[config.mk]
export PLATFORM = sky130hd
export DESIGN_NAME = pio_ports
export DESIGN_NICKNAME = d
export VERILOG_FILES = /design/src/rtl/pio_pkg.sv /design/src/rtl/pio_imc_bank.sv /design/src/rtl/pio_ports.sv
export SDC_FILE = /design/constraint.sdc
export NUM_CORES = 1
export LEC_CHECK = 0
export ABC_AREA = 1
export BUFFER_PORTS_ARGS = -buffer_cell sky130_fd_sc_hd__buf_2
export CAP_MARGIN = 40
export CORE_AREA = 2 2 200 202
export CTS_CLUSTER_DIAMETER = 120
export DETAILED_ROUTE_END_ITERATION = 10
export DIE_AREA = 0 0 202 204
export GPL_ROUTABILITY_DRIVEN = 1
export PLACE_DENSITY = 0.68
export SLEW_MARGIN = 5
export SYNTH_ARGS = -nofsm -noshare
export SYNTH_HDL_FRONTEND = slang
export SYNTH_SLANG_ARGS = --single-unit
[constraint.sdc]
create_clock -name mclk_i -period 1.8 [get_ports mclk_i]
set_clock_uncertainty 0.15 [all_clocks]
set_input_delay 0.27 -clock mclk_i [delete_from_list [all_inputs] [get_ports mclk_i]]
set_output_delay 0.27 -clock mclk_i [all_outputs]
set_load 0.02 [all_outputs]
[src/rtl/pio_pkg.sv]
package pio_pkg;

  // port geometry
  localparam int NUM_PORTS = 7;
  localparam int PORT_W    = 8;
  localparam int IMC_PORTS = 3;
  localparam int PD_W      = 4;

  // port indices, in pin order a..g
  localparam int PORT_A = 0;
  localparam int PORT_B = 1;
  localparam int PORT_C = 2;
  localparam int PORT_D = 3;
  localparam int PORT_E = 4;
  localparam int PORT_F = 5;
  localparam int PORT_G = 6;

  // register window address layout: {port[2:0], reg[2:0]}
  localparam int ADDR_W        = 6;
  localparam int ADDR_PORT_LSB = 3;
  localparam int ADDR_PORT_W   = 3;
  localparam int ADDR_REG_W    = 3;

  // register selects within one port
  localparam logic [ADDR_REG_W-1:0] REG_PIN_IN    = 3'h0;
  localparam logic [ADDR_REG_W-1:0] REG_OUT_VALUE = 3'h1;
  localparam logic [ADDR_REG_W-1:0] REG_DIRECTION = 3'h2;
  localparam logic [ADDR_REG_W-1:0] REG_DRIVE_SEL = 3'h3;
  localparam logic [ADDR_REG_W-1:0] REG_OE_STATE  = 3'h4;
  localparam logic [ADDR_REG_W-1:0] REG_IMC_OUT   = 3'h5;
  localparam logic [ADDR_REG_W-1:0] REG_MCELL_OUT = 3'h6;

  // reset values: all pins input, push-pull, standard slew
  localparam logic [PORT_W-1:0] RST_OUT_VALUE = 8'h00;
  localparam logic [PORT_W-1:0] RST_DIRECTION = 8'h00;
  localparam logic [PORT_W-1:0] RST_DRIVE_SEL = 8'h00;
  localparam logic [PORT_W-1:0] RST_RDATA     = 8'h00;

  // pins present on the narrow port
  localparam logic [PORT_W-1:0] PORT_D_MASK = 8'h0F;
  localparam logic [PORT_W-1:0] FULL_MASK   = 8'hFF;

  // narrow-port dedicated pin positions
  localparam int PD_CLK_BIT = 1;
  localparam int PD_CS_BIT  = 2;
  localparam int PD_WRH_BIT = 3;

  // input macrocell behaviour
  typedef enum logic [1:0] {
    IMC_DIRECT,
    IMC_REGISTER,
    IMC_LATCH
  } pio_imc_mode_t;

  // per-port pin configuration, fixed by the configuration image
  typedef struct packed {
    logic [PORT_W-1:0] logic_owned;  // output mux takes the logic array
    logic [PORT_W-1:0] oe_pt_def;    // enable product term exists
    logic [PORT_W-1:0] dedicated;    // pin taken by another function
  } pio_pin_cfg_t;

  // processor bus request into the register window
  typedef struct packed {
    logic              window_sel;
    logic              rd;
    logic              wr;
    logic [ADDR_W-1:0] addr;
  } pio_bus_req_t;

endpackage : pio_pkg

[src/rtl/pio_imc_bank.sv]
`timescale 1ns/1ps
module pio_imc_bank
  import pio_pkg::*;
#(
  parameter int W = pio_pkg::PORT_W
) (
  input  wire logic                            mclk_i,
  input  wire logic                            sys_rst_i,
  input  wire pio_pkg::pio_imc_mode_t [W-1:0]  mode_i,
  input  wire logic                            pt_clk_i,
  input  wire logic [W-1:0]                    d_i,
  output logic      [W-1:0]                    q_o
);
  import pio_pkg::*;

  logic         pt_q;
  logic [W-1:0] reg_q;
  logic [W-1:0] lat_q;

  // product-term history; the term is a gate, not a real clock
  always_ff @(posedge mclk_i) begin
    if (sys_rst_i) pt_q <= 1'b0;
    else           pt_q <= pt_clk_i;
  end

  // sampling register loads on the rising product term
  always_ff @(posedge mclk_i) begin
    if (sys_rst_i)              reg_q <= '0;
    else if (pt_clk_i && !pt_q) reg_q <= d_i;
  end

  // latch holds what it saw while the term was open
  always_ff @(posedge mclk_i) begin
    if (sys_rst_i)     lat_q <= '0;
    else if (pt_clk_i) lat_q <= d_i;
  end

  // per-pin selection of the macrocell flavour
  for (genvar i = 0; i < W; i++) begin : g_bit
    always_comb begin
      unique case (mode_i[i])
        IMC_REGISTER: q_o[i] = reg_q[i];
        IMC_LATCH:    q_o[i] = pt_clk_i ? d_i[i] : lat_q[i];
        IMC_DIRECT:   q_o[i] = d_i[i];
        default:      q_o[i] = d_i[i];
      endcase
    end
  end

endmodule : pio_imc_bank

[src/rtl/pio_ports.sv]
`timescale 1ns/1ps
// Summary of operation
// - seven ports, eight pins, narrow port four
// - output mux picks register, macrocell or select
// - driver enable is product term OR direction
// - without product term direction alone drives
// - read-back puts exactly one source on bus
// - first three ports: register, latch or direct
// - input macrocells clocked by logic product term
// - pin input read returns actual pin level
// - output bit drives pin unless logic owns
// - output register readable; writable except sixth port and 16-bit seventh
// - direction one is output; reset input
// - drive bit one gives open drain
// - drive bit one gives fast slew
// - third port slew; first, second, fifth and 8-bit seventh open drain
// - read-only register shows actual driver enables
// - sixth port low data; seventh high data
// - seventh port general use only eight-bit
// - narrow port feeds logic array directly
// - macrocell groups a, b and selects
// - chip-select input high disables the window
// - narrow pins as logic clock, write strobe
// - assigned pins serve no other purpose; code only masks their drivers, narrow ones still feed logic array
module pio_ports
  import pio_pkg::*;
#(
  parameter int NP = pio_pkg::NUM_PORTS,
  parameter int PW = pio_pkg::PORT_W,
  parameter int NI = pio_pkg::IMC_PORTS
) (
  input  wire logic                                 mclk_i,
  input  wire logic                                 sys_rst_i,
  input  wire pio_pkg::pio_bus_req_t                bus_i,
  input  wire logic                                 bus16_cfg_i,
  input  wire pio_pkg::pio_pin_cfg_t [NP-1:0]       pin_cfg_i,
  input  wire logic [NP-1:0][PW-1:0]                oe_pt_i,
  input  wire pio_pkg::pio_imc_mode_t [NI-1:0][PW-1:0] imc_mode_i,
  input  wire logic [NI-1:0]                        imc_pt_clk_i,
  input  wire logic [PW-1:0]                        mcell_a_i,
  input  wire logic [PW-1:0]                        mcell_b_i,
  input  wire logic [PW-1:0]                        ext_cs_i,
  input  wire logic                                 pd_clk_en_i,
  input  wire logic                                 pd_cs_en_i,
  input  wire logic                                 pd_wrh_en_i,
  input  wire logic [NP-1:0][PW-1:0]                pad_in_i,
  output logic      [NP-1:0][PW-1:0]                pad_out_o,
  output logic      [NP-1:0][PW-1:0]                pad_oe_o,
  output logic      [PW-1:0]                        fast_slew_o,
  output logic      [NI-1:0][PW-1:0]                logic_in_imc_o,
  output logic      [PD_W-1:0]                      logic_in_direct_o,
  output logic                                      logic_clock_o,
  output logic                                      high_byte_wr_o,
  output logic                                      mem_disable_o
);
  import pio_pkg::*;

  logic [NP-1:0][PW-1:0] out_q;
  logic [NP-1:0][PW-1:0] dir_q;
  logic [NP-1:0][PW-1:0] drv_q;
  logic [PW-1:0]         rdata_q;
  logic                  bus_drive_q;
  logic [NP-1:0][PW-1:0] drive_en;
  logic [NP-1:0][PW-1:0] pin_val;
  logic [NP-1:0][PW-1:0] od_sel;
  logic [NP-1:0][PW-1:0] alt_src;
  logic [NP-1:0][PW-1:0] ded_mask;
  logic [NP-1:0][PW-1:0] imc_rb;
  logic [PW-1:0]         wdata;
  logic [PW-1:0]         rb_data;
  logic                  window_off;
  logic                  window_hit;
  logic [ADDR_PORT_W-1:0] acc_port;
  logic [ADDR_REG_W-1:0]  acc_reg;

  // pins physically present on each port
  function automatic logic [PW-1:0] port_mask(input int p);
    return (p == PORT_D) ? PORT_D_MASK : FULL_MASK;
  endfunction : port_mask

  // one write decoder shared by all writable registers
  function automatic logic wr_hit(input logic                   hit,
                                  input logic                   wr,
                                  input logic [ADDR_PORT_W-1:0] port,
                                  input logic [ADDR_REG_W-1:0]  rsel,
                                  input int                     p,
                                  input logic [ADDR_REG_W-1:0]  want,
                                  input logic                   b16);
    logic ok;
    ok = (p != PORT_F) && !((p == PORT_G) && b16);
    return hit && wr && ok && (port == ADDR_PORT_W'(p)) && (rsel == want);
  endfunction : wr_hit

  // chip-select pin on the narrow port shuts the window off
  assign window_off    = pd_cs_en_i && pad_in_i[PORT_D][PD_CS_BIT];
  assign mem_disable_o = window_off;
  assign window_hit    = bus_i.window_sel && !window_off;
  assign acc_port      = bus_i.addr[ADDR_PORT_LSB +: ADDR_PORT_W];
  assign acc_reg       = bus_i.addr[ADDR_REG_W-1:0];

  // processor low data byte arrives on the sixth port
  assign wdata = pad_in_i[PORT_F];

  // dedicated narrow-port inputs routed to their consumers
  assign logic_clock_o     = pd_clk_en_i && pad_in_i[PORT_D][PD_CLK_BIT];
  assign high_byte_wr_o    = pd_wrh_en_i && bus16_cfg_i && pad_in_i[PORT_D][PD_WRH_BIT];
  assign logic_in_direct_o = pad_in_i[PORT_D][PD_W-1:0];

  // output value registers, one per port
  always_ff @(posedge mclk_i) begin
    if (sys_rst_i) begin
      out_q <= {NP{RST_OUT_VALUE}};
    end else begin
      for (int p = 0; p < NP; p++) begin
        if (wr_hit(window_hit, bus_i.wr, acc_port, acc_reg, p, REG_OUT_VALUE, bus16_cfg_i)) begin
          out_q[p] <= wdata & port_mask(p);
        end
      end
    end
  end

  // direction registers; reset leaves every pin an input
  always_ff @(posedge mclk_i) begin
    if (sys_rst_i) begin
      dir_q <= {NP{RST_DIRECTION}};
    end else begin
      for (int p = 0; p < NP; p++) begin
        if (wr_hit(window_hit, bus_i.wr, acc_port, acc_reg, p, REG_DIRECTION, bus16_cfg_i)) begin
          dir_q[p] <= wdata & port_mask(p);
        end
      end
    end
  end

  // drive-select registers; default is push-pull, standard slew
  always_ff @(posedge mclk_i) begin
    if (sys_rst_i) begin
      drv_q <= {NP{RST_DRIVE_SEL}};
    end else begin
      for (int p = 0; p < NP; p++) begin
        if (wr_hit(window_hit, bus_i.wr, acc_port, acc_reg, p, REG_DRIVE_SEL, bus16_cfg_i)) begin
          drv_q[p] <= wdata & port_mask(p);
        end
      end
    end
  end

  // input macrocells on the first three ports
  for (genvar p = 0; p < NI; p++) begin : g_imc
    pio_imc_bank #(
      .W (PW)
    ) u_imc (
      .mclk_i    (mclk_i),
      .sys_rst_i (sys_rst_i),
      .mode_i    (imc_mode_i[p]),
      .pt_clk_i  (imc_pt_clk_i[p]),
      .d_i       (pad_in_i[p]),
      .q_o       (logic_in_imc_o[p])
    );
  end

  // per-port pin logic
  for (genvar p = 0; p < NP; p++) begin : g_port

    // alternate output source of each port
    if (p == PORT_A) begin : g_alt_a
      assign alt_src[p] = mcell_a_i;
    end else if (p == PORT_B) begin : g_alt_b
      assign alt_src[p] = mcell_b_i;
    end else if (p == PORT_C) begin : g_alt_c
      assign alt_src[p] = ext_cs_i;
    end else begin : g_alt_none
      assign alt_src[p] = '0;
    end

    // macrocell read-back only exists where the cells do
    if (p < NI) begin : g_imc_rb
      assign imc_rb[p] = logic_in_imc_o[p];
    end else begin : g_no_imc_rb
      assign imc_rb[p] = '0;
    end

    // narrow-port dedicated pins join the configured ones
    if (p == PORT_D) begin : g_ded_d
      assign ded_mask[p] = pin_cfg_i[p].dedicated
                         | (PW'(pd_clk_en_i) << PD_CLK_BIT)
                         | (PW'(pd_cs_en_i)  << PD_CS_BIT)
                         | (PW'(pd_wrh_en_i) << PD_WRH_BIT);
    end else begin : g_ded
      assign ded_mask[p] = pin_cfg_i[p].dedicated;
    end

    // open drain only on ports whose drive bits mean that
    if (p == PORT_A || p == PORT_B || p == PORT_E) begin : g_od
      assign od_sel[p] = drv_q[p];
    end else if (p == PORT_G) begin : g_od_g
      assign od_sel[p] = bus16_cfg_i ? '0 : drv_q[p];
    end else begin : g_no_od
      assign od_sel[p] = '0;
    end

    // data-bus ports are owned by the read path
    if (p == PORT_F) begin : g_bus_lo
      assign pin_val[p]  = rdata_q;
      assign drive_en[p] = {PW{bus_drive_q}};
    end else if (p == PORT_G) begin : g_bus_hi
      // high byte reads as zero; registers are only a byte wide
      assign pin_val[p]  = bus16_cfg_i ? '0 : out_q[p];
      assign drive_en[p] = bus16_cfg_i ? {PW{bus_drive_q}}
                         : ((dir_q[p] | (pin_cfg_i[p].oe_pt_def & oe_pt_i[p])) & ~ded_mask[p]);
    end else begin : g_gpio
      // logic ownership overrides the written value
      assign pin_val[p]  = (pin_cfg_i[p].logic_owned & alt_src[p])
                         | (~pin_cfg_i[p].logic_owned & out_q[p]);
      // product term ORed in only where one is defined
      assign drive_en[p] = (dir_q[p] | (pin_cfg_i[p].oe_pt_def & oe_pt_i[p]))
                         & ~ded_mask[p] & port_mask(p);
    end

    // open drain only pulls low; a high releases the pin
    assign pad_oe_o[p]  = drive_en[p] & (~od_sel[p] | ~pin_val[p]);
    assign pad_out_o[p] = pin_val[p] & ~od_sel[p];
  end

  // slew control is the third port's use of its drive bits
  assign fast_slew_o = drv_q[PORT_C];

  // read-back buffer: exactly one source per access
  always_comb begin
    rb_data = '0;
    for (int p = 0; p < NP; p++) begin
      if (acc_port == ADDR_PORT_W'(p)) begin
        unique case (acc_reg)
          REG_PIN_IN:    rb_data = pad_in_i[p] & port_mask(p);
          REG_OUT_VALUE: rb_data = out_q[p];
          REG_DIRECTION: rb_data = dir_q[p];
          REG_DRIVE_SEL: rb_data = drv_q[p];
          REG_OE_STATE:  rb_data = pad_oe_o[p] & port_mask(p);
          REG_IMC_OUT:   rb_data = imc_rb[p];
          REG_MCELL_OUT: rb_data = alt_src[p];
          default:       rb_data = '0;
        endcase
      end
    end
  end

  // read data captured from flops; bus driven the cycle after
  always_ff @(posedge mclk_i) begin
    if (sys_rst_i) begin
      rdata_q     <= RST_RDATA;
      bus_drive_q <= 1'b0;
    end else begin
      bus_drive_q <= window_hit && bus_i.rd;
      if (window_hit && bus_i.rd) begin
        rdata_q <= rb_data;
      end
    end
  end

endmodule : pio_ports

==> results.sh <==
export IMPL_finalHoldViolCount=0
export IMPL_hold_class="primary input to flop"
export IMPL_avgViaCountPerCell=4.98
export IMPL_cts_root_buf="clkbuf_16"
export IMPL_status="finished with violations"
export IMPL_async_flop_share_pct=0
export IMPL_rsz0062_at_grt="true"
export IMPL_die_area_um2=41200
export IMPL_critical_path_class="flop to primary output"
export IMPL_synth_seq_cells=192
export IMPL_grt_max_degree=68
export IMPL_violations="setup timing"
export IMPL_core_area_um2=39200
export IMPL_wl_per_cell_um=18.2
export IMPL_ys_warn_count=0
export IMPL_clock_sinks=192
export IMPL_fin_ws_ps=-48.6
export IMPL_h_tree_depth=4
export IMPL_synth_edf_count=0
export IMPL_min_period_ps=1850
export IMPL_fin_crit_sh_pct=103
export IMPL_routed_wl_um=54200
export IMPL_grt_pass1_wl_um=79700
export IMPL_fin_util_pct=46.1
export IMPL_crit_fanout=2
export IMPL_dieHeight_um=204
export IMPL_crit_path_start_kind="flop"
export IMPL_firstDrtPassIters=5
export IMPL_timing_setup_tns_ps=-86.7
export IMPL_initialDrtViolationCount=1002
export IMPL_cts_tree="done"
export IMPL_yosys_most_used_dff="dfxtp_1"
export IMPL_crit_required_ps=1380
export IMPL_dp_hpwl_um=42900
export IMPL_synth_top_cell_area_share_pct=31.9
export IMPL_gp_congestion=0.922
export IMPL_multi_input_area_um2=7180
export IMPL_regArea_um2=3910
export IMPL_io_buffer_count=452
export IMPL_cts_made_buffers=17
export IMPL_synthTopCellsByArea="dfxtp_1 32%, nand2_1 11%, a21oi_1 9.6%"
export IMPL_cp_arrival_ps=1430
export IMPL_drc=0
export IMPL_nets=2849
export IMPL_setup_viol=3
export IMPL_synth_cell_types=44
export IMPL_placementRows=73
export IMPL_yosys_area_top_type="dfxtp_1"
export IMPL_drive_above_1_share_pct=39.2
export IMPL_clock_fmax_mhz=541
export IMPL_initial_utilization_pct=30.8
export IMPL_ioPinCount=521
export IMPL_postSynthCellCount=1836
export IMPL_num_vias=14800
export IMPL_n_fill_cell=3960
export IMPL_antenna_found_initial=6
export IMPL_insertion_delay_ps=460
export IMPL_clk_path_buf_depth=2
export IMPL_drtAntennaViolNets=0
export IMPL_ir_worst_vdd_v=0.000638
export IMPL_endpoint_kind="primary output"
export IMPL_cap_violations=0
export IMPL_syn_cell_area_um2=12100
export IMPL_overflow=0
export IMPL_leakage_uw=0.00885
export IMPL_p_per_area_nw_per_um2=604
export IMPL_syn_to_final_growth_pct=49.8
export IMPL_clkTransAtPathRegs_ps=90
export IMPL_grt_pass1_vias=14200
export IMPL_die_w_um=202
export IMPL_groute_usage_overall_pct=25.2
export IMPL_synth_avg_cell_area_um2=6.57
export IMPL_drv_slew=0
export IMPL_ys_seq_area_share_pct=31.9
## registers in the layout, indices dropped and copies added (netlist names)
signal and count:
dir_q 44, out_q 44, drv_q 36, g_imc.u_imc.lat_q 24, g_imc.u_imc.reg_q 24, fast_slew_o 8
rdata_q 8, g_imc.u_imc.pt_q 3, bus_drive_q 1
## cells in the mapped netlist, types with 2 or more instances
library cell    n
nand4_1        36
a211oi_1        9
o221ai_1        2
nand3_2         3
or2_2           5
inv_2          13
nor2_1        122
a221oi_1        7
o21a_1         13
a41oi_1         2
nor3_4          4
nor2_2          7
buf_6           2
a21boi_0       18
and3_1         16
o21ai_1        12
buf_2          31
nand3_1        85
nor2_4         10
a21oi_1       231
dfxtp_1       192
o22ai_1        10
nand2_1       348
inv_1         259
a22oi_1        16
nor3_1         17
o2111ai_1       3
a21o_1         16
ha_1           48
clkbuf_1       37
o21ai_0       210
mux2_2          2
buf_4          39
## cells in the final DEF, fill, tap and decap left out, drive strengths merged
cell / synthesis / final
buf: 73 / 657
nand2: 350 / 350
inv: 272 / 282
a21oi: 231 / 231
o21ai: 222 / 222
dfxtp: 192 / 192
nor2: 139 / 139
nand3: 89 / 89
ha: 48 / 48
nand4: 36 / 36
nor3: 21 / 21
dlygate4sd3: 0 / 20
clkbuf: 37 / 19
a21boi: 19 / 19
a21o: 16 / 16
and3: 16 / 16
a22oi: 16 / 16
o21a: 13 / 13
o22ai: 10 / 10
a211oi: 9 / 9
conb: 1 / 8
a221oi: 7 / 7
or2: 5 / 5
diode: 0 / 4
clkinvlp: 0 / 4
o2111ai: 3 / 3
mux2: 2 / 2
o221ai: 2 / 2
clkinv: 1 / 2
a41oi: 2 / 2
and2: 1 / 1
or3: 1 / 1
nor4: 1 / 1
o211ai: 1 / 1
## path summary, 6_finish.rpt
| path | slack (ps) | start | cells past startpoint | end |
|---|---|---|---|---|
| worst max-delay path | -50 | out_q[32]$_SDFFE_PP0P_ | 4 | pad_oe_o[32] |
| worst min-delay path | 20 | imc_pt_clk_i[0] | 4 | g_imc[0].u_imc.lat_q[6]$_SDFFE_PP0P_ |
| worst max register to register | 110 | g_imc[0].u_imc.reg_q[2]$_SDFFE_PP0P_ | 10 | rdata_q[2]$_SDFFE_PP0P_ |
| worst min register to register | 300 | g_imc[0].u_imc.reg_q[1]$_SDFFE_PP0P_ | 2 | g_imc[0].u_imc.reg_q[1]$_SDFFE_PP0P_ |
## cell families (layout without fill, tap and decap cells)
group / count (synthesis) / count (layout) / synth area share [%]
adders and majority gates: 48 / 48 / 4.98
buffers and inverters: 383 / 984 / 13.6
AOI/OAI and AO/OA: 551 / 551 / 24.9
DFF: 192 / 192 / 31.9
and+or+nand+nor: 659 / 659 / 24.4
other: 1 / 12 / 0.0311
muxes: 2 / 2 / 0.187
## worst max-delay path, cell delays in order (launching register included)
cell,delay [ps]
dfxtp_2,330
inv_2,60
nor2_2,40
a211oi_2,330
buf_4,210
## per-layer routing
metal | global-route usage (%) | wire (µm) | vias to the layer above
met4 | 6.14 | 884 | 6
met5 | 0 | 38 | -
met3 | 4.58 | 3680 | 62
li1 | - | - | 7224
met2 | 46.0 | 27300 | 604
met1 | 30.5 | 22300 | 6913
## metrics by stage
stage / instances / cell area (µm²) / hold WS [ps] / power (µW) / setup slack, ps
floorplan: 1843 / 12100 / 274 / 5630 / 7.52
global placement: 2889 / 16100 / 281 / 6800 / -405
detailed placement: 2889 / 16100 / 285 / 6840 / -414
CTS: 2957 / 17400 / 1.70 / 10800 / -63.5
global route: 2971 / 18100 / 17.2 / 11300 / -106
finish: 2973 / 18100 / 15.1 / 10900 / -48.6
## area by class of cell
cell class / count / area share, %
Inverter: 273 / 5.75
Antenna cell: 4 / 0.0554
Timing Repair Buffer: 679 / 26.1
Multi-Input combinational cell: 1268 / 39.8
Sequential cell: 192 / 21.6
Clock inverter: 15 / 0.755
Tap cell: 525 / 3.64
Clock buffer: 17 / 2.36
## what timing repair did
item                                    in CTS  in global routing
setup buffers                               21                 14
hold buffers                                20                  0
pin swaps                                   33                 64
endpoints found under the hold margin       24                  0
gates resized for setup                    182                192
gates cloned                                 0                  0
endpoints found under the setup margin      70                 77
## power by group
| group | switching [µW] | total, µW | leakage (µW) | internal, µW |
|---|---|---|---|---|
| registers | 47.7 | 4390 | 0.00158 | 4340 |
| logic | 1510 | 2690 | 0.00700 | 1180 |
| clock network | 1970 | 3820 | 0.000271 | 1840 |
(Power assumes the default switching activity.)
